--- config.mk ---
export PLATFORM = sky130hd
export DESIGN_NAME = pdst_timer
export DESIGN_NICKNAME = d
export VERILOG_FILES = /design/src/hw/pdst_pkg.sv /design/src/hw/pdst_tick.sv /design/src/hw/pdst_timer.sv
export SDC_FILE = /design/constraint.sdc
export NUM_CORES = 1
export LEC_CHECK = 0
export BUFFER_PORTS_ARGS = -buffer_cell sky130_fd_sc_hd__buf_2
export CAP_MARGIN = 20
export CORE_UTILIZATION = 53
export DETAILED_ROUTE_END_ITERATION = 7
export HOLD_SLACK_MARGIN = 0.15
export PLACE_DENSITY = 0.89
export SYNTH_ARGS = -nofsm -noshare
export SYNTH_HDL_FRONTEND = slang
export SYNTH_SLANG_ARGS = --single-unit
--- constraint.sdc ---
create_clock -name i_clock -period 2.9 [get_ports i_clock]
set_clock_uncertainty 0.05 [all_clocks]
set_input_delay 0.29 -clock i_clock [delete_from_list [all_inputs] [get_ports i_clock]]
set_output_delay 0.29 -clock i_clock [all_outputs]
set_load 0.02 [all_outputs]
--- src/hw/pdst_pkg.sv ---
// Package of constants and types for the process dwell/soft-start timer
package pdst_pkg;
	// ------------------------------------------------------------
	// Widths
	// ------------------------------------------------------------
	localparam int PDST_PV_W = 16;
	localparam int PDST_PWR_W = 8;
	localparam int PDST_TIME_W = 16;
	localparam int PDST_EVT_N = 4;

	// ------------------------------------------------------------
	// Timing
	// ------------------------------------------------------------
	localparam longint PDST_CLK_HZ = 100000000;
	localparam longint PDST_TICK_S = 60;
	localparam longint PDST_TICK_CYC = PDST_CLK_HZ * PDST_TICK_S;

	// ------------------------------------------------------------
	// Encodings
	// ------------------------------------------------------------
	typedef enum logic [1:0] {
		PDST_TYPE_OFF,
		PDST_TYPE_DWELL,
		PDST_TYPE_DELAY,
		PDST_TYPE_SOFT
	} pdst_type_t;

	typedef enum logic [1:0] {
		PDST_END_STANDBY,
		PDST_END_CONTINUE,
		PDST_END_SP2,
		PDST_END_RESET
	} pdst_end_t;

	typedef enum logic [1:0] {
		PDST_STAT_RESET,
		PDST_STAT_RUN,
		PDST_STAT_END
	} pdst_stat_t;

	// Resolution: 0 = hours/minutes, 1 = minutes/seconds
	localparam logic PDST_RES_HM = 1'h0;
	localparam logic [PDST_PWR_W-1:0] PDST_PWR_ZERO = 8'h00;
	localparam logic [PDST_PWR_W-1:0] PDST_PWR_FULL = 8'h64;
endpackage : pdst_pkg

--- src/hw/pdst_tick.sv ---
// Prescaler making the timer count tick
module pdst_tick #(
	parameter longint DIV = pdst_pkg::PDST_TICK_CYC
) (
	// Clock and reset
	input wire logic i_clock,
	input wire logic i_rst,
	// Control
	input wire logic i_clear,
	output logic o_tick
);
	import pdst_pkg::*;

	localparam int CW = $clog2(DIV + 1);
	localparam logic [CW-1:0] LAST = CW'(DIV - 1);

	// Refuse a divider the counter cannot serve
	if (DIV < 1) begin : g_bad_div
		$error("pdst_tick: DIV must be at least 1");
	end

	logic [CW-1:0] count;
	logic [CW-1:0] next_count;
	logic next_tick;

	// Next count and tick
	always_comb begin
		next_count = count + CW'(1);
		next_tick = 1'b0;
		if (i_clear) begin
			next_count = '0;
		end else if (count == LAST) begin
			next_count = '0;
			next_tick = 1'b1;
		end
	end

	// Register
	always_ff @(posedge i_clock or posedge i_rst) begin
		if (i_rst) begin
			count <= '0;
			o_tick <= 1'b0;
		end else begin
			count <= next_count;
			o_tick <= next_tick;
		end
	end
endmodule : pdst_tick

--- src/hw/pdst_timer.sv ---
// Sequencing timer: dwell, delayed switch-on and soft-start
// Functional notes
// - Four timer types; off type holds the timer in reset status
// - Dwell counts only once PV reaches threshold
// - Delay starts at power-up or run command
// - Delay running holds standby, then target setpoint
// - Soft start clamps power until soft setpoint
// - Hours/minutes resolution after reset, then follows the resolution select each cycle
// - End action applies to dwell type only
// - Standby end: zero power, off indication
// - Continue end: keep controlling at setpoint
// - Second-setpoint end: switch target, maybe ramp
// - With rate limit on, status stays run until second setpoint reached
// - Reset end: revert to starting setpoint
// - Events 1-4 assert on run or end
module pdst_timer #(
	parameter longint TICK_DIV = pdst_pkg::PDST_TICK_CYC,
	parameter int EVT_N = pdst_pkg::PDST_EVT_N
) (
	// Clock and reset
	input wire logic i_clock,
	input wire logic i_rst,
	// Configuration
	input wire pdst_pkg::pdst_type_t i_timer_type_select,
	input wire logic i_timer_resolution_select,
	input wire pdst_pkg::pdst_end_t i_timer_end_action,
	input wire logic [pdst_pkg::PDST_TIME_W-1:0] i_duration,
	input wire logic [pdst_pkg::PDST_PV_W-1:0] i_start_threshold,
	input wire logic [pdst_pkg::PDST_PWR_W-1:0] i_soft_start_power_limit,
	input wire logic [pdst_pkg::PDST_PV_W-1:0] i_soft_start_setpoint,
	input wire logic i_setpoint_rate_limit_en,
	input wire logic [EVT_N-1:0] i_event_en,
	input wire logic [EVT_N-1:0] i_event_on_end,
	// Operator commands (from same-clock logic)
	input wire logic i_run_cmd,
	input wire logic i_reset_cmd,
	// Process side
	input wire logic [pdst_pkg::PDST_PV_W-1:0] i_process_value,
	input wire logic i_second_setpoint_choice,
	input wire logic i_sp2_reached,
	input wire logic [pdst_pkg::PDST_PWR_W-1:0] i_demand,
	// Outputs
	output logic [pdst_pkg::PDST_PWR_W-1:0] o_demand,
	output logic o_standby,
	output logic o_off_indication,
	output logic o_use_second_setpoint,
	output logic o_ramp_to_sp2,
	output pdst_pkg::pdst_stat_t o_status,
	output logic [pdst_pkg::PDST_TIME_W-1:0] o_elapsed,
	output logic o_time_hm,
	output logic [EVT_N-1:0] o_event
);
	import pdst_pkg::*;

	// Refuse event counts the output logic cannot serve
	if (EVT_N < 1 || EVT_N > PDST_EVT_N) begin : g_bad_evt
		$error("pdst_timer: bad EVT_N");
	end

	// ------------------------------------------------------------
	// Time base
	// ------------------------------------------------------------
	logic tick;
	logic tick_clear;

	pdst_tick #(.DIV(TICK_DIV)) u_tick (
		.i_clock(i_clock),
		.i_rst(i_rst),
		.i_clear(tick_clear),
		.o_tick(tick)
	);

	// ------------------------------------------------------------
	// Sequence state
	// ------------------------------------------------------------
	typedef enum logic [2:0] {
		PDST_S_POWERUP,
		PDST_S_IDLE,
		PDST_S_ARMED,
		PDST_S_COUNT,
		PDST_S_RAMP,
		PDST_S_DONE,
		PDST_S_SOFT
	} pdst_state_t;

	pdst_state_t state;
	pdst_state_t next_state;
	logic [PDST_TIME_W-1:0] elapsed;
	logic [PDST_TIME_W-1:0] next_elapsed;
	logic start_sp2;
	logic next_start_sp2;
	logic done_standby;
	logic next_done_standby;
	logic use_sp2;
	logic next_use_sp2;

	function automatic logic expired(input logic [PDST_TIME_W-1:0] t,
		input logic [PDST_TIME_W-1:0] d);
		expired = (t >= d);
	endfunction : expired

	// Next state of the sequence
	always_comb begin
		next_state = state;
		next_elapsed = elapsed;
		next_start_sp2 = start_sp2;
		next_done_standby = done_standby;
		next_use_sp2 = use_sp2;
		tick_clear = 1'b0;
		case (state)
			PDST_S_POWERUP: begin
				next_use_sp2 = i_second_setpoint_choice;
				next_start_sp2 = i_second_setpoint_choice;
				tick_clear = 1'b1;
				next_elapsed = '0;
				case (i_timer_type_select)
					PDST_TYPE_DELAY: next_state = PDST_S_COUNT;
					PDST_TYPE_SOFT: next_state = PDST_S_SOFT;
					default: next_state = PDST_S_IDLE;
				endcase
			end
			PDST_S_IDLE: begin
				tick_clear = 1'b1;
				next_elapsed = '0;
				next_done_standby = 1'b0;
				if (i_run_cmd) begin
					next_start_sp2 = use_sp2;
					case (i_timer_type_select)
						PDST_TYPE_DWELL: next_state = PDST_S_ARMED;
						PDST_TYPE_DELAY: next_state = PDST_S_COUNT;
						PDST_TYPE_SOFT: next_state = PDST_S_SOFT;
						default: next_state = PDST_S_IDLE;
					endcase
				end
			end
			PDST_S_ARMED: begin
				tick_clear = 1'b1;
				if (i_process_value >= i_start_threshold) begin
					next_state = PDST_S_COUNT;
				end
			end
			PDST_S_COUNT: begin
				if (tick) begin
					next_elapsed = elapsed + PDST_TIME_W'(1);
				end
				if (expired(elapsed, i_duration)) begin
					next_state = PDST_S_DONE;
					if (i_timer_type_select == PDST_TYPE_DWELL) begin
						case (i_timer_end_action)
							PDST_END_STANDBY: next_done_standby = 1'b1;
							PDST_END_CONTINUE: next_state = PDST_S_DONE;
							PDST_END_SP2: begin
								next_use_sp2 = 1'b1;
								next_state = PDST_S_RAMP;
							end
							PDST_END_RESET: begin
								next_use_sp2 = start_sp2;
								next_state = PDST_S_IDLE;
							end
							default: next_state = PDST_S_DONE;
						endcase
					end
				end
			end
			PDST_S_RAMP: begin
				if (!i_setpoint_rate_limit_en || i_sp2_reached) begin
					next_state = PDST_S_DONE;
				end
			end
			PDST_S_SOFT: begin
				if (i_process_value >= i_soft_start_setpoint) begin
					next_state = PDST_S_DONE;
				end
			end
			PDST_S_DONE: begin
			end
			default: next_state = PDST_S_IDLE;
		endcase
		if (i_reset_cmd && state != PDST_S_POWERUP) begin
			next_state = PDST_S_IDLE;
			next_done_standby = 1'b0;
		end
		if (i_timer_type_select == PDST_TYPE_OFF) begin
			next_state = PDST_S_IDLE;
			next_done_standby = 1'b0;
		end
	end

	// Registers of the sequence
	always_ff @(posedge i_clock or posedge i_rst) begin
		if (i_rst) begin
			state <= PDST_S_POWERUP;
			elapsed <= '0;
			start_sp2 <= 1'b0;
			done_standby <= 1'b0;
			use_sp2 <= 1'b0;
		end else begin
			state <= next_state;
			elapsed <= next_elapsed;
			start_sp2 <= next_start_sp2;
			done_standby <= next_done_standby;
			use_sp2 <= next_use_sp2;
		end
	end

	// ------------------------------------------------------------
	// Outputs
	// ------------------------------------------------------------
	logic [PDST_PWR_W-1:0] next_demand;
	logic next_standby;
	pdst_stat_t next_status;
	logic [EVT_N-1:0] next_event;

	// Output demand, standby and status
	always_comb begin
		next_standby = 1'b0;
		next_demand = i_demand;
		case (next_state)
			PDST_S_IDLE, PDST_S_POWERUP: next_status = PDST_STAT_RESET;
			PDST_S_DONE: next_status = PDST_STAT_END;
			default: next_status = PDST_STAT_RUN;
		endcase
		if (next_state == PDST_S_COUNT &&
			i_timer_type_select == PDST_TYPE_DELAY) begin
			next_standby = 1'b1;
		end
		if (next_done_standby) begin
			next_standby = 1'b1;
		end
		if (next_state == PDST_S_SOFT && i_demand > i_soft_start_power_limit) begin
			next_demand = i_soft_start_power_limit;
		end
		if (next_standby) begin
			next_demand = PDST_PWR_ZERO;
		end
		for (int i = 0; i < EVT_N; i++) begin
			next_event[i] = i_event_en[i] && (i_event_on_end[i] ?
				(next_status == PDST_STAT_END) :
				(next_status == PDST_STAT_RUN));
		end
	end

	// Output registers
	always_ff @(posedge i_clock or posedge i_rst) begin
		if (i_rst) begin
			o_demand <= PDST_PWR_ZERO;
			o_standby <= 1'b0;
			o_off_indication <= 1'b0;
			o_use_second_setpoint <= 1'b0;
			o_ramp_to_sp2 <= 1'b0;
			o_status <= PDST_STAT_RESET;
			o_elapsed <= '0;
			o_time_hm <= PDST_RES_HM;
			o_event <= '0;
		end else begin
			o_demand <= next_demand;
			o_standby <= next_standby;
			o_off_indication <= next_done_standby;
			o_use_second_setpoint <= next_use_sp2;
			o_ramp_to_sp2 <= (next_state == PDST_S_RAMP) &&
				i_setpoint_rate_limit_en;
			o_status <= next_status;
			o_elapsed <= next_elapsed;
			o_time_hm <= i_timer_resolution_select;
			o_event <= next_event;
		end
	end

	// ------------------------------------------------------------
	// Assertions
	// ------------------------------------------------------------
	property p_off_idle;
		@(posedge i_clock) disable iff (i_rst)
		i_timer_type_select == PDST_TYPE_OFF |=> o_status == PDST_STAT_RESET;
	endproperty
	a_off_idle: assert property (p_off_idle) else $error("off type not reset");

	property p_dwell_wait;
		@(posedge i_clock) disable iff (i_rst)
		state == PDST_S_ARMED && i_process_value < i_start_threshold
		&& !i_reset_cmd && i_timer_type_select == PDST_TYPE_DWELL
		|=> state == PDST_S_ARMED && elapsed == $past(elapsed);
	endproperty
	a_dwell_wait: assert property (p_dwell_wait) else $error("dwell early");

	property p_delay_standby;
		@(posedge i_clock) disable iff (i_rst)
		state == PDST_S_COUNT && i_timer_type_select == PDST_TYPE_DELAY
		|-> o_standby && o_demand == PDST_PWR_ZERO;
	endproperty
	a_delay_standby: assert property (p_delay_standby) else $error("no standby");

	property p_soft_clamp;
		@(posedge i_clock) disable iff (i_rst)
		state == PDST_S_SOFT |-> o_demand <= $past(i_soft_start_power_limit);
	endproperty
	a_soft_clamp: assert property (p_soft_clamp) else $error("clamp fail");

	property p_standby_end;
		@(posedge i_clock) disable iff (i_rst)
		o_off_indication |-> o_standby && o_demand == PDST_PWR_ZERO;
	endproperty
	a_standby_end: assert property (p_standby_end) else $error("end power");

	property p_ramp_run;
		@(posedge i_clock) disable iff (i_rst)
		state == PDST_S_RAMP |-> o_status == PDST_STAT_RUN && o_use_second_setpoint;
	endproperty
	a_ramp_run: assert property (p_ramp_run) else $error("ramp status");

	property p_reset_revert;
		@(posedge i_clock) disable iff (i_rst)
		state == PDST_S_COUNT && next_state == PDST_S_IDLE && !i_reset_cmd
		&& i_timer_type_select == PDST_TYPE_DWELL
		|=> use_sp2 == $past(start_sp2);
	endproperty
	a_reset_revert: assert property (p_reset_revert) else $error("revert");

	property p_event_end;
		@(posedge i_clock) disable iff (i_rst)
		o_status == PDST_STAT_END
		|-> o_event == ($past(i_event_en) & $past(i_event_on_end));
	endproperty
	a_event_end: assert property (p_event_end) else $error("event");

	property p_tick_count;
		@(posedge i_clock) disable iff (i_rst)
		state == PDST_S_COUNT && tick && !expired(elapsed, i_duration)
		&& !i_reset_cmd && i_timer_type_select != PDST_TYPE_OFF
		|=> elapsed == $past(elapsed) + PDST_TIME_W'(1);
	endproperty
	a_tick_count: assert property (p_tick_count) else $error("tick");

	c_dwell_end: cover property (@(posedge i_clock) disable iff (i_rst)
		state == PDST_S_COUNT ##1 state == PDST_S_DONE);
	c_ramp: cover property (@(posedge i_clock) disable iff (i_rst)
		state == PDST_S_RAMP ##1 state == PDST_S_DONE);
	c_soft: cover property (@(posedge i_clock) disable iff (i_rst)
		state == PDST_S_SOFT ##1 state == PDST_S_DONE);
endmodule : pdst_timer

== After elaboration in Yosys (flattened, before gate mapping) ==
Cells that the tools add are included.

* Output and inout port bits: 35
* Logic and storage cells: 107
* Bits in registers: 73
* Input port bits: 100

* Multiplexer cells: 40
* Add/subtract/negate cells: 2
* Reduce and logical (&&, ||, !) cells: 24
* Magnitude comparators: 4
* Equal/unequal tests: 24

{| class="wikitable"
|+ Operators by type and width
! cell !! number
|-
| $mux 33 || 2
|-
| $ge 16x16->1 || 3
|-
| $add 33x1->33 const B || 1
|-
| $eq 33x33->1 const B || 1
|-
| $pmux 16 s2 || 1
|-
| $mux 3 || 8
|-
| $pmux 3 s7 || 1
|-
| $eq 3x3->1 const B || 6
|-
| $mux 1 || 17
|-
| $add 16x1->16 const B || 1
|-
| $mux 16 || 1
|-
| $mux 8 || 2
|-
| $pmux 3 s2 || 2
|-
| $eq 2x2->1 const B || 5
|-
| $eq 3x2->1 const B || 3
|-
| $pmux 3 s3 || 1
|-
| $gt 8x8->1 || 1
|-
| $logic_and 1x1->1 || 8
|-
| $pmux 1 s2 || 4
|-
| $eq 3x1->1 const B || 2
|-
| $logic_not 3->1 || 2
|-
| $ne 2x2->1 const B || 3
|-
| $reduce_bool 2->1 || 3
|-
| $eq 2x1->1 const B || 2
|-
| 11 further kinds || 14
|}

== Depth between registers and ports, before layout ==
Gate-level depths: netlist (run 1).

* Depth after elaboration: 13
* Depth in mapped cells: 11
* Gate-level depth less buffers: 10

== Cells and area by module ==
A second synthesis (run 1) with hierarchy kept.

* Cells, all modules: 583
* Area total of the unflattened synthesis: 5,245.0 µm²

{| class="wikitable"
|+ Modules (own cells, without submodules)
! module !! area an instance (µm²) !! seq. area each (µm²) !! cells an instance !! times used
|-
| pdst_timer || 3,389.5 || 975.9 || 392 || 1
|-
| pdst_tick || 1,855.5 || 850.8 || 191 || 1
|}

== Worst setup path after synthesis (run 1) ==
OpenSTA, ideal clock, no wires.

* Path kind: register -> register
* From: reg, netlist name o_elapsed[2]
* To: reg o_demand[0] (netlist bit)
* Path slack: 310 ps
* Arrival time: 2,417 ps
* Stages on the path, launching flop included: 11
* Data required time: 2,726 ps
* Clock period less this slack: 2,590 ps
* Library setup time: 124 ps
* Buffers on the path: 1
* Cell sequence: dfrtp_1 > ha_1 > a211oi_1 > o21ai_1 > a211oi_1 > o21ai_1 > a221o_1 > and3_1 > buf_2 > nand3_1 > a21oi_1

{| class="wikitable"
|+ RTL lines
! element !! line !! source
|-
| end signal: assignment || pdst_timer.sv:256 || <nowiki>o_demand <= next_demand;</nowiki>
|-
| end signal: assignment || pdst_timer.sv:295 || <nowiki>state == PDST_S_SOFT |-> o_demand <= $past(i_soft_start_power_limit);</nowiki>
|-
| end: declaration || pdst_timer.sv:43 || <nowiki>output logic [pdst_pkg::PDST_PWR_W-1:0] o_demand,</nowiki>
|}

==> flow_summary.ini, run 1 <==
[finish]
areaGrowthSynthToFinish_pct = 23.6
nNetsFinal = 876
drive_above_1_share_pct = 24.1
diodes = 0

[placed_design]
io_buffers = 134
place_hpwl_um = 9300
routabilityCongestion = 0.852
place_ws_ns = 0.0115

[synth]
seq_area_frac_synth_pct = 36.9
synth_common_cells = dfrtp_1, nor2_1, inv_1
synth_area_leader_cell = dfrtp_1
synthDominantCellAreaShare_pct = 36.9
syn_area_sq_um = 4950
synth_nets = 722
ys_warn_count = 0
avgSynthCellArea_sq_um = 8.77
synth_cell_types = 61
synth_edf_count = 0
ys.flop_type = dfrtp_1
synth_cells = 564
async_flop_share_pct = 100
synth.ff_latch_count = 73
synthTopCellsByArea = dfrtp_1, ha_1, nor2_1
yosysMostFrequentCell = dfrtp_1

[power_and_ir_drop]
vdd.ir_drop.worst_mv = 0.260
cellLeakagePower_nw = 3.18
p_per_area_nw_per_um2 = 407

[cts]
clk_latency_ns = 0.35
htree_levels = 3
cts-buffers-inserted = 9
clockRootBuffer = clkbuf_8
cts_buffer_depth = 2
clkSlewWorstSetupHoldPaths_ns = 0.09
cts_tree = yes
clock-sinks = 73

[floorplan]
die_height_um = 98.6
dieArea_sq_um = 9720
core_area_sq_um = 8890
start_util_pct = 55.6
ioPinCount = 135
die_x_um = 98.6
rows = 34

[timing]
max_freq_mhz = 372
slew-limit-headroom_pct = 49.7
hold_viol_final = 0
fin_crit_sh_pct = 92.7
setup_slack_ns = 0.210
fin_crit_ns = 2.69
tns_ns = 0
tightest_slew_ns = 0.754
finalSetupViolations = 0
rsz0062_at_grt = false
drv_slew = 0

[critical_path]
startpoint_type = register
worst-endpoint-arrival_ns = 2.88
path_delay_family = compound AO/OA/AOI/OAI gates
slowest_stage = a221o_1
crit_fanout = 5
crit_path_end_kind = register
path_class = register to register
cp_num_buf_inv = 0
slowest_delay_ns = 0.47
crit_required_ns = 3.09
path_cells = ha_1, a211oi_1, o21ai_1, a211oi_2, o21ai_2, a221o_1, nand2_2, nand2b_1, o211a_1

[detailed_routing]
drt_pass1_iterations = 5
postRouteAntennaNets = 0
viasPerCell = 5.68
wl_um = 12100
vias = 4723
drc = 0
wl_per_cell_um = 14.6
drt_iter0_drc = 241

[run]
drv_cap = 0

[global_routing]
grt_pass1_vias = 4753
grt_max_degree = 39
grt_antenna_before_repair = 0
grt_overflow = 0
grtUsageTotal_pct = 26.1
grt_pass1_wl_um = 20600

[min_path]
hold_path_class = input pin to register

[outcome]
status = complete, no violations
==> worst register-to-register path, delay by kind of cell (launching register included) <==
| family | cells | cell delay [ns] |
|---|---|---|
| AO/OA/AOI/OAI | 6 | 1.55 |
| AND/OR/NAND/NOR | 2 | 0.30 |
| adder cells (fa/ha/maj) | 1 | 0.29 |
| flip-flops | 1 | 0.39 |
==> placed cells by master (no fill, tap or decap), types with 3 or more instances in the layout <==
cell type	netlist	routed
nand4_1	12	12
o21ai_0	28	28
dfrtp_1	73	73
o211a_1	4	4
a211oi_1	4	3
o211ai_1	3	3
or3_1	7	7
and3_1	6	5
inv_1	65	64
buf_4	0	6
buf_2	6	134
nor2_1	69	69
clkbuf_8	0	9
nand3_1	43	42
xnor2_1	12	12
and4_1	4	4
nor3_1	4	4
ha_1	58	58
dlygate4sd3_1	0	13
nand2_1	33	33
xor2_1	27	27
nor4_1	5	5
a21o_1	3	3
a21oi_1	36	36
nand2b_1	10	10
==> layer usage <==
metal	part of all wire [%]	routed length, um	global-route usage [%]	vias up
met1	41	4990	30.9	2202
met5	0	0	0	-
li1	-	-	-	2281
met3	5.1	621	4.40	42
met4	2.9	353	12.9	0
met2	51	6150	46.0	198
==> where the power goes <==
| group | total [mW] | switching (mW) | internal (mW) |
|---|---|---|---|
| sequential | 1.10 | 0.0346 | 1.06 |
| combinational | 0.591 | 0.359 | 0.232 |
| clock | 0.799 | 0.398 | 0.401 |
==> cell type report <==
| cell class | instances | area (sq um) |
|---|---|---|
| timing repair buffer | 154 | 866 |
| sequential | 73 | 1830 |
| clock buffer | 10 | 128 |
| clock inverter | 6 | 67.6 |
| tap | 108 | 135 |
| inverter | 65 | 244 |
| fill | 676 | 2780 |
| multi-input combinational | 415 | 2850 |
==> path summary, 6_finish.rpt <==
kind | startpoint | endpoint | slack, ns | depth (start not counted)
setup / recovery | o_elapsed[2]$_DFFE_PP0P_ | o_event[0]$_DFF_PP0_ | 0.21 | 9
hold / removal | i_demand[0] | o_demand[0]$_DFF_PP0_ | 0.17 | 3
setup reg to reg | o_elapsed[2]$_DFFE_PP0P_ | o_event[0]$_DFF_PP0_ | 0.21 | 9
hold reg to reg | u_tick.count[0]$_DFF_PP0_ | u_tick.count[0]$_DFF_PP0_ | 0.47 | 1
max in group asynchronous | i_rst | state[2]$_DFF_PP0_ | 1.56 | 4
min in group asynchronous | i_rst | u_tick.count[21]$_DFF_PP0_ | 0.58 | 3
==> what timing repair did <==
| action | 4_1_cts | 5_1_grt |
|---|---|---|
| setup endpoints to repair | 0 | 13 |
| endpoints found under the hold margin | 44 | 0 |
| gates resized for setup | 0 | 6 |
| hold buffers | 13 | 0 |
| setup buffers | 0 | 0 |
==> per-stage QoR <==
stage	hold WS, ns	std cells	util [%]	area (sq um)	power [mW]
after floorplan	0.271	564	-	4950	1.47
after global placement	0.352	802	64.8	5770	1.65
after detailed placement	0.362	802	64.8	5770	1.68
after CTS	0.151	831	68.5	6090	2.49
after global routing	0.154	831	68.8	6110	2.62
final	0.167	831	68.8	6110	2.49
==> state kept, by name (all words and copies together) (netlist names) <==
| name | count |
|---|---|
| u_tick.count | 33 |
| o_elapsed | 16 |
| o_demand | 8 |
| o_event | 4 |
| state | 3 |
| o_status | 2 |
| o_off_indication | 1 |
| o_ramp_to_sp2 | 1 |
| o_standby | 1 |
| o_time_hm | 1 |
| o_use_second_setpoint | 1 |
| start_sp2 | 1 |
| u_tick.o_tick | 1 |
==> cell families (layout without fill, tap and decap cells) <==
| group | after synthesis | after routing | synth area share, % |
|---|---|---|---|
| fa+ha+maj | 58 | 58 | 14.7 |
| buf+inv | 76 | 235 | 6.07 |
| flops | 73 | 73 | 36.9 |
| xor+xnor | 39 | 39 | 6.90 |
| compound gates | 106 | 106 | 13.5 |
| simple gates | 212 | 212 | 21.9 |
No activity file was read; power rests on OpenSTA's default activity.
==> run 2, diff against run 1 <==
--- a/config.mk
+++ b/config.mk
@@ -7,10 +7,10 @@
 export LEC_CHECK = 0
 export BUFFER_PORTS_ARGS = -buffer_cell sky130_fd_sc_hd__buf_2
 export CAP_MARGIN = 20
-export CORE_UTILIZATION = 53
+export CORE_UTILIZATION = 36
 export DETAILED_ROUTE_END_ITERATION = 7
 export HOLD_SLACK_MARGIN = 0.15
-export PLACE_DENSITY = 0.89
+export PLACE_DENSITY = 0.66
 export SYNTH_ARGS = -nofsm -noshare
 export SYNTH_HDL_FRONTEND = slang
 export SYNTH_SLANG_ARGS = --single-unit
==> flow_summary.ini, run 2 (same netlist as run 1, synthesis figures left out) <==
[global_routing]
grt_pass1_vias = 4704
grtUsageTotal_pct = 18.5
grt_max_degree = 74
grt_antenna_before_repair = 0
grt_use_met1_pct = 22.0
grt_overflow = 0
grt_pass1_wl_um = 21400
use_met2_pct = 31.8
gr-max-usage-layer = met2
grt_util_met3_pct = 4.98

[timing]
max_freq_mhz = 379
fin_crit_sh_pct = 90.9
tns_ns = 0
slew-limit-headroom_pct = 62.8
hold_viol_final = 0
fin_crit_ns = 2.64
tightest_slew_ns = 0.556
rsz0062_at_grt = false
drv_slew = 0
fin_hold_ws_ns = 0.169
setup_slack_ns = 0.263
finalSetupViolations = 0

[run]
drv_cap = 0

[detailed_routing]
drt_pass1_iterations = 5
viasPerCell = 5.09
wl_per_cell_um = 13.8
wl_um = 12400
drt_iter0_drc = 188
drc = 0
vias = 4563
postRouteAntennaNets = 0

[cts]
clk_latency_ns = 0.33
cts_tree = yes
cts_buffer_depth = 2
clockRootBuffer = clkbuf_16
clock-sinks = 73
cts-buffers-inserted = 9
htree_levels = 3
clkSlewWorstSetupHoldPaths_ns = 0.06
post_cts.repair.setup_buffers = 0

[power_and_ir_drop]
power_mw = 2.98
vdd.ir_drop.worst_mv = 0.274
cellLeakagePower_nw = 3.25
p_per_area_nw_per_um2 = 471

[critical_path]
cpMostUsedCell = o21ai_1
r2r_cells = 9
worst-path-stages = 9
worst-endpoint-arrival_ns = 2.79
crit_path_end_kind = register
slowest_delay_ns = 0.46
crit_required_ns = 3.05
timing.rr.start = o_elapsed[2]$_DFFE_PP0P_
startpoint_type = register
path_delay_family = compound AO/OA/AOI/OAI gates
rrSetupSlack_ns = 0.26
reg2reg_to = o_demand[0]$_DFF_PP0_
path_cells = ha_1, a211oi_1, o21ai_1, a211oi_2, o21ai_1, a221o_2, and3_1, nand3_1, a21oi_1
crit_fanout = 8
slowest_stage = a221o_2
cp_num_buf_inv = 0
path_class = register to register

[finish]
nNetsFinal = 873
utilization_pct = 47.4
top_register = u_tick.count
drive_above_1_share_pct = 24.4
mostFrequentLayoutCells = buf_2, dfrtp_1, nor2_1, inv_1, ha_1
diodes = 0
instances_no_fill = 896
reg_top3 = u_tick.count x33, o_elapsed x16, o_demand x8
largest_register_ffs = 33
areaGrowthSynthToFinish_pct = 27.8
stdcell_area_sq_um = 6320
final_common_cell = buf_2

[floorplan]
die_x_um = 119
start_util_pct = 37.1
core_area_sq_um = 13300
die_height_um = 119
rows = 42
ioPinCount = 135
dieArea_sq_um = 14200

[placed_design]
placedCellCount = 873
routabilityCongestion = 0.864
place_ws_ns = 0.00445
postPlaceCellArea_sq_um = 5870
place_hpwl_um = 9540
io_buffers = 134

[min_path]
hold_path_class = input pin to register
min_from = i_soft_start_power_limit[2]
min_delay_path_depth = 3
min_to = o_demand[2]$_DFF_PP0_

[outcome]
status = complete, no violations
run 2: cell types whose count changed in the layout (fill, tap and decap cells not counted), sizes merged:
cell,delta
dlygate4sd3,-6
buf,+3
bufinv,+2
clkbuf,+2
clkinvlp,-2
clkinv,-1
inv,-1
run 2: area by class of cell:
class                      instances  area, sq um
timing repair buffer             151          828
fill                            1273         7020
multi-input combinational        415         2850
inverter                          65          244
sequential                        73         1830
clock buffer                      12          256
tap                              176          220
clock inverter                     4         98.8
run 2: routing by layer:
layer,part of all wire (%),vias to the layer above
met4,2.1,0
li1,-,2266
met1,43,2139
met3,5.9,22
met5,0,-
met2,49,136
run 2: timing repair:
action                     CTS  global route
resized for setup            0             6
setup endpoints to repair    0            13
hold buffers                 7             0
hold endpoints to repair    79             0
run 2: how the worst max path moves through the flow:
| stage | start | end | slack, ns |
|---|---|---|---|
| 4_1_cts | o_elapsed[2]$_DFFE_PP0P_ | o_demand[0]$_DFF_PP0_ | 0.08 |
| 3_5_place_dp | i_process_value[0] | o_demand[0]$_DFF_PP0_ | 0.004 |
| 6_report | o_elapsed[2]$_DFFE_PP0P_ | o_demand[0]$_DFF_PP0_ | 0.26 |
| 5_1_grt | o_elapsed[2]$_DFFE_PP0P_ | o_event[0]$_DFF_PP0_ | 0.02 |
| 2_1_floorplan | o_elapsed[2]$_DFFE_PP0P_ | o_demand[0]$_DFF_PP0_ | 0.31 |
| 3_3_place_gp | i_duration[2] | o_demand[3]$_DFF_PP0_ | 0.18 |
run 2: power by group:
part	internal [mW]	switching (mW)	leakage, nW	total, mW
Sequential	1.06	0.0428	0.983	1.11
Combinational	0.226	0.347	2.09	0.573
Clock	0.889	0.413	0.173	1.30
Total	2.18	0.803	3.25	2.98
run 2: worst min-delay path, delay by kind of cell:
family / cells / cell delay, ns
buffers and inverters: 1 / 0.11
and+or+nand+nor: 1 / 0.06
AOI/OAI and AO/OA: 1 / 0.06
==> run 3, diff against run 2 <==
--- a/config.mk
+++ b/config.mk
@@ -7,10 +7,13 @@
 export LEC_CHECK = 0
 export BUFFER_PORTS_ARGS = -buffer_cell sky130_fd_sc_hd__buf_2
 export CAP_MARGIN = 20
+export CELL_PAD_IN_SITES_DETAIL_PLACEMENT = 1
+export CELL_PAD_IN_SITES_GLOBAL_PLACEMENT = 1
 export CORE_UTILIZATION = 36
+export CTS_CLUSTER_DIAMETER = 80
 export DETAILED_ROUTE_END_ITERATION = 7
 export HOLD_SLACK_MARGIN = 0.15
-export PLACE_DENSITY = 0.66
+export PLACE_DENSITY = 0.83
 export SYNTH_ARGS = -nofsm -noshare
 export SYNTH_HDL_FRONTEND = slang
 export SYNTH_SLANG_ARGS = --single-unit
==> flow_summary.ini, run 3 (same netlist as run 1, synthesis figures left out) <==
[cts]
clk_latency_ns = 0.34
clockRootBuffer = clkbuf_16
cts_tree = yes
cts-buffers-inserted = 9
clkSlewWorstSetupHoldPaths_ns = 0.06
post_cts.repair.setup_buffers = 0
clock-sinks = 73
cts_buffer_depth = 2
htree_levels = 3

[critical_path]
r2r_cells = 9
rrSetupSlack_ns = 0.18
crit_path_end_kind = register
worst-endpoint-arrival_ns = 2.89
critPathLaunch = o_elapsed[2]$_DFFE_PP0P_
path_class = register to register
timing.rr.start = o_elapsed[2]$_DFFE_PP0P_
crit_fanout = 5
reg2reg_to = o_event[2]$_DFF_PP0_
crit_required_ns = 3.07
crit_path_end = o_event[2]$_DFF_PP0_
startpoint_type = register

[placed_design]
postPlaceCellArea_sq_um = 5880
io_buffers = 134
place_hpwl_um = 11300
routabilityCongestion = 0.822
placedCellCount = 874

[detailed_routing]
wl_um = 14600
drt_iter0_drc = 166
viasPerCell = 5.29
drt_pass1_iterations = 4
vias = 4744
drc = 0
wl_per_cell_um = 16.3
postRouteAntennaNets = 0

[finish]
largest_register_ffs = 33
nNetsFinal = 874
instances_no_fill = 897
final_common_cell = buf_2
drive_above_1_share_pct = 24.8
areaGrowthSynthToFinish_pct = 27.1
utilization_pct = 47.1
fillers = 1634
top_register = u_tick.count
diodes = 0
reg_top3 = u_tick.count x33, o_elapsed x16, o_demand x8
ff_latch_area_sq_um = 1830
mostFrequentLayoutCells = buf_2, dfrtp_1, nor2_1, inv_1, ha_1
multi_input_comb_area_sq_um = 2850
stdcell_area_sq_um = 6290

[timing]
finalSetupViolations = 0
hold_viol_final = 0
fin_crit_ns = 2.72
max_freq_mhz = 368
slew-limit-headroom_pct = 57.8
fin_hold_ws_ns = 0.167
drv_slew = 0
tightest_slew_ns = 0.632
fin_crit_sh_pct = 93.8
rsz0062_at_grt = false

[floorplan]
ioPinCount = 135
dieArea_sq_um = 14200
rows = 42
start_util_pct = 37.1
die_x_um = 119
core_area_sq_um = 13300
die_height_um = 119

[power_and_ir_drop]
cellLeakagePower_nw = 3.23
p_per_area_nw_per_um2 = 455
vdd.ir_drop.worst_mv = 0.272

[min_path]
hold_path_class = input pin to register

[global_routing]
grtUsageTotal_pct = 21.4
grt_max_degree = 47
grt_overflow = 0
grt_pass1_vias = 5168
grt_antenna_before_repair = 0
grt_pass1_wl_um = 24600

[outcome]
status = complete, no violations

[run]
drv_cap = 0
run 3: repair_timing:
action                     in CTS  in global routing
setup endpoints to repair      11                 12
hold endpoints to repair       32                  1
resized for setup               2                  5
hold buffers                    6                  1
run 3: worst min path at each step:
stage                           startpoint                    end  slack, ns  depth (start not counted)
2_1_floorplan    i_timer_resolution_select    o_time_hm$_DFF_PP0_       0.27                          0
3_3_place_gp                         i_rst    o_time_hm$_DFF_PP0_       0.35                          2
3_5_place_dp                         i_rst  o_status[0]$_DFF_PP0_       0.35                          2
4_1_cts                      i_event_en[0]   o_event[0]$_DFF_PP0_       0.15                          2
5_1_grt                  i_event_on_end[3]   o_event[3]$_DFF_PP0_       0.17                          2
6_report       i_soft_start_power_limit[5]  o_demand[5]$_DFF_PP0_       0.17                          3
run 3: worst max-delay path: stages, from the launching register on:
cell and delay (ns):
dfrtp_1 0.38, ha_1 0.30, a211oi_1 0.23, o21ai_1 0.12, a211oi_2 0.31, o21ai_2 0.15
a221o_2 0.48, nand2_2 0.11, nand2b_1 0.18, o211a_1 0.28
run 3: power breakdown:
part	leakage [nW]	switching [mW]	internal (mW)
Combinational	2.10	0.371	0.228
Clock	0.149	0.475	0.683
Sequential	0.983	0.0421	1.06
Total	3.23	0.887	1.97
run 3: final cells by class:
cell class | count | area share, %
Multi-Input combinational cell | 415 | 45.4
Clock buffer | 9 | 3.58
Clock inverter | 7 | 1.33
Timing Repair Buffer | 152 | 13.3
Inverter | 65 | 3.88
Sequential cell | 73 | 29.0
Tap cell | 176 | 3.50
run 3: through the flow:
stage | total power [mW] | setup TNS, ns | setup slack [ns]
after floorplan | 1.47 | 0 | 0.310
after global placement | 1.66 | 0 | 0.163
after detailed placement | 1.70 | -0.419 | -0.0606
after CTS | 2.88 | 0 | 0.00250
after global routing | 3.00 | 0 | 0.0375
final | 2.86 | 0 | 0.179
run 3: layer usage:
| metal | GRT usage (%) | wire [um] | vias to the layer above |
|---|---|---|---|
| met5 | 0 | 0 | - |
| li1 | - | - | 2275 |
| met2 | 39.4 | 7610 | 108 |
| met1 | 24.8 | 6120 | 2336 |
| met3 | 4.02 | 576 | 25 |
| met4 | 6.96 | 286 | 0 |
